### src/include/eipc_pkg.sv
package eipc_pkg;
	// Register byte address on the AXI4-Lite bus.
	localparam logic [3:0] EIPC_ADDR_STATUS_CONTROL = 4'h0;
	localparam int EIPC_BIT_LEVEL_MODE = 0;
	localparam int EIPC_BIT_REQUEST_ENABLE = 1;
	localparam int EIPC_BIT_EVENT_ACK = 2;
	localparam int EIPC_BIT_EVENT_FLAG = 3;
	localparam int EIPC_BIT_PIN_ENABLE = 4;
	localparam int EIPC_BIT_POLARITY = 5;
	localparam int EIPC_BIT_PULL_DISABLE = 6;
	localparam logic [7:0] EIPC_CONTROL_RESET = 8'h00;
	localparam logic [1:0] EIPC_RESP_OKAY = 2'h0;
	localparam logic [1:0] EIPC_RESP_SLVERR = 2'h2;
endpackage : eipc_pkg

### src/rtl/eipc_top.sv
`timescale 1ns/1ps
module eipc_top
	import eipc_pkg::*;
(
	input wire logic i_clock,
	input wire logic i_reset_n,
	input wire logic i_ext_int_pin,
	output logic o_ext_int_request,
	output logic o_pull_up_enable,
	output logic o_pull_down_enable,
	input wire logic [31:0] s_axi_awaddr,
	input wire logic s_axi_awvalid,
	output logic s_axi_awready,
	input wire logic [31:0] s_axi_wdata,
	input wire logic [3:0] s_axi_wstrb,
	input wire logic s_axi_wvalid,
	output logic s_axi_wready,
	output logic [1:0] s_axi_bresp,
	output logic s_axi_bvalid,
	input wire logic s_axi_bready,
	input wire logic [31:0] s_axi_araddr,
	input wire logic s_axi_arvalid,
	output logic s_axi_arready,
	output logic [31:0] s_axi_rdata,
	output logic [1:0] s_axi_rresp,
	output logic s_axi_rvalid,
	input wire logic s_axi_rready
);
	logic pin_sync;
	logic pin_prev_q;
	logic ext_int_level_mode_q;
	logic ext_int_request_enable_q;
	logic ext_int_pin_enable_q;
	logic ext_int_polarity_select_q;
	logic ext_int_pull_disable_q;
	logic ext_int_event_flag_q;
	logic [31:0] awaddr_q;
	logic aw_held_q;
	logic [7:0] wdata_q;
	logic wstrb0_q;
	logic w_held_q;
	logic wr_fire;
	logic wr_hit;
	logic ack_write;
	logic asserted_level;
	logic edge_seen;
	logic event_set;
	logic [7:0] status_read;

	eipc_sync u_pin_sync (
		.i_clock(i_clock),
		.i_reset_n(i_reset_n),
		.i_async(i_ext_int_pin),
		.o_sync(pin_sync)
	);

	// Previous sample starts low, so a pin held high at release looks like a
	// rising edge; this only matters once the pin function is enabled.
	always_ff @(posedge i_clock or negedge i_reset_n) begin
		if (!i_reset_n) begin
			pin_prev_q <= 1'b0;
		end else begin
			pin_prev_q <= pin_sync;
		end
	end

	assign asserted_level = ext_int_polarity_select_q ? pin_sync : !pin_sync;
	assign edge_seen = ext_int_polarity_select_q ?
		(pin_sync && !pin_prev_q) : (!pin_sync && pin_prev_q);
	assign event_set = ext_int_pin_enable_q &&
		(edge_seen || (ext_int_level_mode_q && asserted_level));

	// Write channel: address and data are latched independently, in any order.
	assign wr_fire = aw_held_q && w_held_q && !s_axi_bvalid;
	assign wr_hit = awaddr_q[31:2] == 30'(EIPC_ADDR_STATUS_CONTROL >> 2);
	assign ack_write = wr_fire && wr_hit && wstrb0_q &&
		wdata_q[EIPC_BIT_EVENT_ACK];

	always_ff @(posedge i_clock or negedge i_reset_n) begin
		if (!i_reset_n) begin
			aw_held_q <= 1'b0;
			awaddr_q <= 32'h00000000;
			s_axi_awready <= 1'b1;
		end else if (s_axi_awvalid && s_axi_awready) begin
			aw_held_q <= 1'b1;
			awaddr_q <= s_axi_awaddr;
			s_axi_awready <= 1'b0;
		end else if (wr_fire) begin
			aw_held_q <= 1'b0;
		end else if (!aw_held_q && !s_axi_bvalid) begin
			s_axi_awready <= 1'b1;
		end
	end

	always_ff @(posedge i_clock or negedge i_reset_n) begin
		if (!i_reset_n) begin
			w_held_q <= 1'b0;
			wdata_q <= 8'h00;
			wstrb0_q <= 1'b0;
			s_axi_wready <= 1'b1;
		end else if (s_axi_wvalid && s_axi_wready) begin
			w_held_q <= 1'b1;
			wdata_q <= s_axi_wdata[7:0];
			wstrb0_q <= s_axi_wstrb[0];
			s_axi_wready <= 1'b0;
		end else if (wr_fire) begin
			w_held_q <= 1'b0;
		end else if (!w_held_q && !s_axi_bvalid) begin
			s_axi_wready <= 1'b1;
		end
	end

	always_ff @(posedge i_clock or negedge i_reset_n) begin
		if (!i_reset_n) begin
			s_axi_bvalid <= 1'b0;
			s_axi_bresp <= EIPC_RESP_OKAY;
		end else if (wr_fire) begin
			s_axi_bvalid <= 1'b1;
			s_axi_bresp <= wr_hit ? EIPC_RESP_OKAY : EIPC_RESP_SLVERR;
		end else if (s_axi_bready) begin
			s_axi_bvalid <= 1'b0;
		end
	end

	always_ff @(posedge i_clock or negedge i_reset_n) begin
		if (!i_reset_n) begin
			ext_int_level_mode_q <= EIPC_CONTROL_RESET[EIPC_BIT_LEVEL_MODE];
			ext_int_request_enable_q <= EIPC_CONTROL_RESET[EIPC_BIT_REQUEST_ENABLE];
			ext_int_pin_enable_q <= EIPC_CONTROL_RESET[EIPC_BIT_PIN_ENABLE];
			ext_int_polarity_select_q <= EIPC_CONTROL_RESET[EIPC_BIT_POLARITY];
			ext_int_pull_disable_q <= EIPC_CONTROL_RESET[EIPC_BIT_PULL_DISABLE];
		end else if (wr_fire && wr_hit && wstrb0_q) begin
			ext_int_level_mode_q <= wdata_q[EIPC_BIT_LEVEL_MODE];
			ext_int_request_enable_q <= wdata_q[EIPC_BIT_REQUEST_ENABLE];
			ext_int_pin_enable_q <= wdata_q[EIPC_BIT_PIN_ENABLE];
			ext_int_polarity_select_q <= wdata_q[EIPC_BIT_POLARITY];
			ext_int_pull_disable_q <= wdata_q[EIPC_BIT_PULL_DISABLE];
		end
	end

	// A new event beats a simultaneous acknowledge, and in level mode the
	// still-asserted level re-sets the flag, so it cannot be cleared.
	always_ff @(posedge i_clock or negedge i_reset_n) begin
		if (!i_reset_n) begin
			ext_int_event_flag_q <= EIPC_CONTROL_RESET[EIPC_BIT_EVENT_FLAG];
		end else if (event_set) begin
			ext_int_event_flag_q <= 1'b1;
		end else if (ack_write) begin
			ext_int_event_flag_q <= 1'b0;
		end
	end

	always_ff @(posedge i_clock or negedge i_reset_n) begin
		if (!i_reset_n) begin
			o_ext_int_request <= 1'b0;
			o_pull_up_enable <= 1'b0;
			o_pull_down_enable <= 1'b0;
		end else begin
			o_ext_int_request <= ext_int_request_enable_q &&
				ext_int_event_flag_q;
			o_pull_up_enable <= ext_int_pin_enable_q && !ext_int_pull_disable_q &&
				!ext_int_polarity_select_q;
			o_pull_down_enable <= ext_int_pin_enable_q && !ext_int_pull_disable_q &&
				ext_int_polarity_select_q;
		end
	end

	always_comb begin
		status_read = 8'h00;
		status_read[EIPC_BIT_LEVEL_MODE] = ext_int_level_mode_q;
		status_read[EIPC_BIT_REQUEST_ENABLE] = ext_int_request_enable_q;
		status_read[EIPC_BIT_EVENT_FLAG] = ext_int_event_flag_q;
		status_read[EIPC_BIT_PIN_ENABLE] = ext_int_pin_enable_q;
		status_read[EIPC_BIT_POLARITY] = ext_int_polarity_select_q;
		status_read[EIPC_BIT_PULL_DISABLE] = ext_int_pull_disable_q;
	end

	always_ff @(posedge i_clock or negedge i_reset_n) begin
		if (!i_reset_n) begin
			s_axi_arready <= 1'b1;
			s_axi_rvalid <= 1'b0;
			s_axi_rdata <= 32'h00000000;
			s_axi_rresp <= EIPC_RESP_OKAY;
		end else if (s_axi_arvalid && s_axi_arready) begin
			s_axi_arready <= 1'b0;
			s_axi_rvalid <= 1'b1;
			if (s_axi_araddr[31:2] == 30'(EIPC_ADDR_STATUS_CONTROL >> 2)) begin
				s_axi_rdata <= {24'h000000, status_read};
				s_axi_rresp <= EIPC_RESP_OKAY;
			end else begin
				s_axi_rdata <= 32'h00000000;
				s_axi_rresp <= EIPC_RESP_SLVERR;
			end
		end else if (s_axi_rvalid && s_axi_rready) begin
			s_axi_rvalid <= 1'b0;
			s_axi_arready <= 1'b1;
		end
	end
endmodule : eipc_top

### src/rtl/eipc_sync.sv
`timescale 1ns/1ps
module eipc_sync (
	input wire logic i_clock,
	input wire logic i_reset_n,
	input wire logic i_async,
	output logic o_sync
);
	logic meta_q;

	always_ff @(posedge i_clock or negedge i_reset_n) begin
		if (!i_reset_n) begin
			meta_q <= 1'b0;
			o_sync <= 1'b0;
		end else begin
			meta_q <= i_async;
			o_sync <= meta_q;
		end
	end
endmodule : eipc_sync

### config.mk
export PLATFORM = sky130hd
export DESIGN_NAME = eipc_top
export DESIGN_NICKNAME = d
export VERILOG_FILES = /design/src/include/eipc_pkg.sv /design/src/rtl/eipc_top.sv /design/src/rtl/eipc_sync.sv
export SDC_FILE = /design/constraint.sdc
export NUM_CORES = 1
export LEC_CHECK = 0
export BUFFER_PORTS_ARGS = -buffer_cell sky130_fd_sc_hd__buf_4
export CORE_UTILIZATION = 35
export CTS_BUF_LIST = sky130_fd_sc_hd__clkbuf_4 sky130_fd_sc_hd__clkbuf_8
export DETAILED_ROUTE_END_ITERATION = 16
export PLACE_DENSITY_LB_ADDON = 0.25
export SLEW_MARGIN = 20
export SYNTH_ARGS = -nofsm -noshare
export SYNTH_HDL_FRONTEND = slang
export SYNTH_HIERARCHICAL = 1
export SYNTH_SLANG_ARGS = --single-unit
### constraint.sdc
create_clock -name i_clock -period 1.56 [get_ports i_clock]
set_input_delay 0.312 -clock i_clock [delete_from_list [all_inputs] [get_ports i_clock]]
set_output_delay 0.312 -clock i_clock [all_outputs]
set_load 0.01 [all_outputs]
Yosys cells after proc, flatten, opt, wreduce, memory -nomap -nowiden
Cells that the tools add are included.
Widths: inputs -> output; s select.
{"block": "classes", "shift": 0, "n_eq_ne": 2, "magnitude_cmp": 0, "n_div": 0, "multipliers": 0, "bitwise_logic": 0, "n_mux": 22, "n_addsub": 0, "n_reduce_logical": 38}
{"cell": "$logic_not 30->1", "count": 2}
{"cell": "$logic_and 1x1->1", "count": 19}
{"cell": "$mux 1", "count": 19}
{"cell": "$reduce_bool 2->1", "count": 7}
{"cell": "$logic_not 1->1", "count": 7}
{"cell": "$mux 7", "count": 1}
{"cell": "$mux 2", "count": 2}
{"cell": "$ne 2x1->1 const B", "count": 2}
{"cell": "$reduce_and 2->1", "count": 2}
{"cell": "$logic_or 1x1->1", "count": 1}
{"block": "word_totals", "latch_bits": 0, "output_inout_bits": 44, "ram_bits": 0, "inputBits": 108, "regBits": 95, "mem_bits_ro": 0, "n_memories": 0}

Logic depth before layout (Yosys ltp)
{"block": "logic_depth", "ltp_word": 7, "mapped_depth": 4, "ltp_nobuf": 4}

Hierarchy
The synthesis kept the hierarchy.
{"mod": "eipc_top", "cells_each": 197, "instances": 1, "area_each_um2": 2661.3}
{"mod": "eipc_sync", "cells_each": 2, "instances": 1, "area_each_um2": 50.0}

Worst setup path before layout
OpenSTA, ideal clock, no wires.
{"block": "synth_timing", "path_kind": "register to register", "start": "reg awaddr_q[8]", "end": "reg ext_int_level_mode_q", "required_ns": 1.432, "stages_incl_launch_ff": 5, "setup_slack_ns": -0.131, "arrival_time_ns": 1.563, "cell_sequence": "dfrtp_1 -> or4_1 -> nor3_2 -> nand4_2 -> mux2_1"}
{"block": "synth_via", "elab_chain_cells": 3}
{"element": "start: declaration", "line": "eipc_top.sv:37", "rtl": "logic [31:0] awaddr_q;"}
{"element": "start signal: assignment", "line": "eipc_top.sv:86", "rtl": "awaddr_q <= s_axi_awaddr;"}
{"element": "$logic_not 30->1", "line": "eipc_top.sv:75", "rtl": "assign wr_hit = awaddr_q[31:2] == 30'(EIPC_ADDR_STATUS_CONTROL >> 2);"}
{"element": "$logic_and 1x1->1 (2 in series)", "line": "eipc_top.sv:132", "rtl": "end else if (wr_fire && wr_hit && wstrb0_q) begin"}
{"element": "end signal: assignment", "line": "eipc_top.sv:127", "rtl": "ext_int_level_mode_q <= EIPC_CONTROL_RESET[EIPC_BIT_LEVEL_MODE];"}
{"element": "end signal: assignment", "line": "eipc_top.sv:133", "rtl": "ext_int_level_mode_q <= wdata_q[EIPC_BIT_LEVEL_MODE];"}
{"element": "end: declaration", "line": "eipc_top.sv:31", "rtl": "logic ext_int_level_mode_q;"}
Every way passes these cells.
A chain may end at the register's enable or synchronous reset.

Worst setup path after layout
{"block": "layout_timing", "start": "reg awaddr_q[8]", "end": "reg ext_int_request_enable_q"}
{"block": "layout_via", "elab_chain_cells": 3}
{"element": "$logic_not 30->1", "line": "eipc_top.sv:75"}
{"element": "$logic_and 1x1->1 (2 in series)", "line": "eipc_top.sv:132"}
{"element": "end signal: assignment", "line": "eipc_top.sv:128", "rtl": "ext_int_request_enable_q <= EIPC_CONTROL_RESET[EIPC_BIT_REQUEST_ENABLE];"}
{"element": "end signal: assignment", "line": "eipc_top.sv:134", "rtl": "ext_int_request_enable_q <= wdata_q[EIPC_BIT_REQUEST_ENABLE];"}
{"element": "end: declaration", "line": "eipc_top.sv:32", "rtl": "logic ext_int_request_enable_q;"}
Every way passes these cells.

==> impl_metrics.py <==
metrics = {
    "run_status": {
        "status": "finished, violations left",
        "violations": "setup timing",
    },
    "drt": {
        "drc": 0,
        "firstDrtPassIters": 4,
        "top_layer_used": "met4",
        "route.met3.wl_microns": 609,
        "dr_wl_met2_microns": 2470,
        "routed_wirelength_microns": 5260,
        "avgRoutedWirePerCell_microns": 12.7,
        "vias": 1830,
        "m1WireLength_microns": 2130,
        "ant_nets": 0,
        "drt_iter0_markers": 29,
        "via_per_inst": 4.42,
    },
    "finish": {
        "finish.utilization": 0.510,
        "largest_reg_flops": 30,
        "largest_register": "awaddr_q",
        "seq_area_sq_um": 1610,
        "n_fill_cell": 672,
        "multi_input_area_sq_um": 1000,
        "reg.largest.list": "awaddr_q (30), s_axi_rdata (6), wdata_q (6)",
        "nets": 419,
        "diodes": 0,
        "synthToLayoutAreaGrowth_pct": 38.5,
        "drive_gt1_frac": 0.533,
    },
    "cts": {
        "cts_buffers": 9,
        "cts_root_buf": "clkbuf_8",
        "clk_path_buf_depth": 2,
        "cts.sinks": 64,
        "cts_tree": "built",
        "cts.clk_slew.worst_paths_ps": 60,
        "cts.htree.levels": 3,
        "clk_latency_ps": 340,
    },
    "yosys": {
        "yosys-top-cells-area": "dfrtp_1 (56%), mux2_2 (15%), buf_4 (7.8%)",
        "synth_top_flop_cell": "dfrtp_1",
        "synth_edf_count": 0,
        "synth_area_leader_cell": "dfrtp_1",
        "synthArstFlopShare": 1.00,
        "ys_seq_area_frac": 0.592,
        "syn_avg_cell_area_sq_um": 13.6,
        "ys_ff_latch": 64,
        "syn_area_sq_um": 2710,
        "yosys.cell_types.count": 31,
        "yosys_warnings": 6,
        "netlist_instances": 199,
        "synth_top_area_frac": 0.563,
    },
    "pwr": {
        "powerDensity_nw_per_um2": 1400,
        "peakVddDrop_v": 0.000840,
        "internal_power_w": 0.00388,
        "power_frac_clock": 0.260,
        "pwr-share-seq": 0.489,
        "power_switching_w": 0.00138,
        "p_sw_frac": 0.263,
        "leakagePower_nw": 1.85,
        "combinationalPowerShare": 0.251,
    },
    "global_route": {
        "grt_pass1_vias": 1770,
        "antenna_found_initial": 0,
        "grt_pass1_wl_microns": 8330,
        "gr-total-overflow": 0,
        "grt_util_all_layers": 0.133,
        "grt_start_max_net_pins": 65,
    },
    "setup_path": {
        "crit_start": "awaddr_q[8]",
        "reg2regPathDepth": 4,
        "endpoint": "ext_int_request_enable_q",
        "cp.required_ps": 1780,
        "worstPathArrival_ps": 1960,
        "start_kind": "flop",
        "rr_startpoint": "awaddr_q[8]",
        "endpoint_kind": "flop",
        "worst-path-max-fanout": 5,
        "rrSetupSlack_ps": -190,
        "path_class": "flop to flop",
        "r2r_end": "ext_int_request_enable_q",
    },
    "sta": {
        "min_period_ps": 1750,
        "setup_viol": 14,
        "layout_worst_path_cycle_share": 1.12,
        "final_hold_viol_count": 0,
        "finalWorstSetupSlack_ps": -186,
        "clock.fmax_ghz": 0.573,
        "report.final.slew_viol_count": 0,
        "setup-tns-final_ps": -1760,
        "grt_setup_unrepaired": "yes",
        "fin_worst_skew_ps": 8.08,
    },
    "floorplan": {
        "dieArea_sq_um": 8100,
        "rows": 31,
        "core_area_sq_um": 7370,
        "floorplan.die.height_microns": 90.0,
        "start_util": 0.368,
        "die_w_microns": 90.0,
        "ios": 152,
    },
    "place": {
        "gp_congestion": 0.687,
        "io_buffers": 90,
        "hpwlAfterDp_microns": 3890,
        "pre_cts_ws_ps": -319,
    },
    "worst_hold_path": {
        "hold_path.class": "input pin to flop",
    },
    "flow_run": {
        "drv_cap": 0,
    },
}
-- cell usage in the layout (no fill, tap or decap), types with 2 or more instances in the layout --
cell type,instances
a22o_1,7
and2_1,2
and3b_1,2
buf_12,2
buf_4,100
buf_6,2
clkbuf_8,10
clkinv_2,3
conb_1,28
dfrtp_1,61
dfstp_2,3
inv_1,3
mux2_1,5
mux2_2,37
nand2_1,5
nor2_1,5
nor3_4,2
nor4_1,12
o21a_1,2
o21ai_0,3
or4_4,2
-- how the worst min path moves through the flow --
| stage | startpoint | endpoint | slack [ps] | cells past startpoint |
|---|---|---|---|---|
| floorplan | i_reset_n | aw_held_q | 20 | 0 |
| global placement | i_reset_n | o_ext_int_request | 340 | 2 |
| detailed placement | i_reset_n | o_ext_int_request | 340 | 2 |
| CTS | i_ext_int_pin | u_pin_sync/meta_q | 80 | 1 |
| global route | i_ext_int_pin | u_pin_sync/meta_q | 70 | 1 |
| finish | i_ext_int_pin | u_pin_sync/meta_q | 100 | 1 |
-- layer usage --
metal | vias up | GRT usage
li1 | 878 | -
met1 | 852 | 0.152
met2 | 94 | 0.207
met3 | 6 | 0.0846
met4 | 0 | 0.0363
met5 | - | 0
-- critical path, stage by stage, from the launching register on --
cell and delay (ps):
dfrtp_1 380, or4_4 550, nor3_4 200, nand4_4 180, mux2_1 340
-- area by class of cell --
class	instances	share of cell area
sequential	64	0.427
multi-input combinational	128	0.267
timing repair buffer	105	0.219
clock buffer	11	0.0386
tap	99	0.0330
clock inverter	4	0.0120
inverter	3	0.00300
-- metrics by stage --
stage	instance area (sq um)	hold slack (ps)	power [W]	cells
after global placement	3490	339	0.00385	394
after global routing	3760	74.0	0.00559	414
after CTS	3730	79.4	0.00532	411
final	3760	95.2	0.00527	414
after detailed placement	3490	338	0.00390	394
after floorplan	2810	16.4	0.00339	226
-- timing repair --
item / in CTS / in global routing
buffers inserted: 1 / 3
hold buffers: 1 / 0
pin swaps: 5 / 7
setup endpoints to repair: 13 / 14
endpoints found under the hold margin: 61 / 0
cloned: 0 / 0
gates resized for setup: 6 / 2
-- power groups by stage --
stage                     clock network (W)  registers, W  logic (W)
final                               0.00137       0.00258    0.00132
after global routing                0.00148       0.00264    0.00146
after CTS                           0.00141       0.00258    0.00133
after detailed placement                  0       0.00259    0.00131
after global placement                    0       0.00257    0.00128
after floorplan                           0       0.00254   0.000853
-- cell families (layout without fill, tap and decap cells) --
group / Yosys count / after routing / synth area share
AND/OR/NAND/NOR: 41 / 41 / 0.0997
buffers and inverters: 34 / 123 / 0.0858
other: 1 / 28 / 0.00138
multiplexers: 43 / 43 / 0.178
flip-flops: 64 / 64 / 0.592
AO/OA/AOI/OAI: 16 / 16 / 0.0429
-- synthesized netlist by cell type, drive strengths merged (3+ instances only) --
cell type	instances
o21ai	3
nand4	3
a22o	7
dfrtp	61
and2	3
nor4	12
nand2	6
inv	3
or4	3
dfstp	3
mux2	42
nor2	5
buf	31
(Power assumes the default switching activity.)
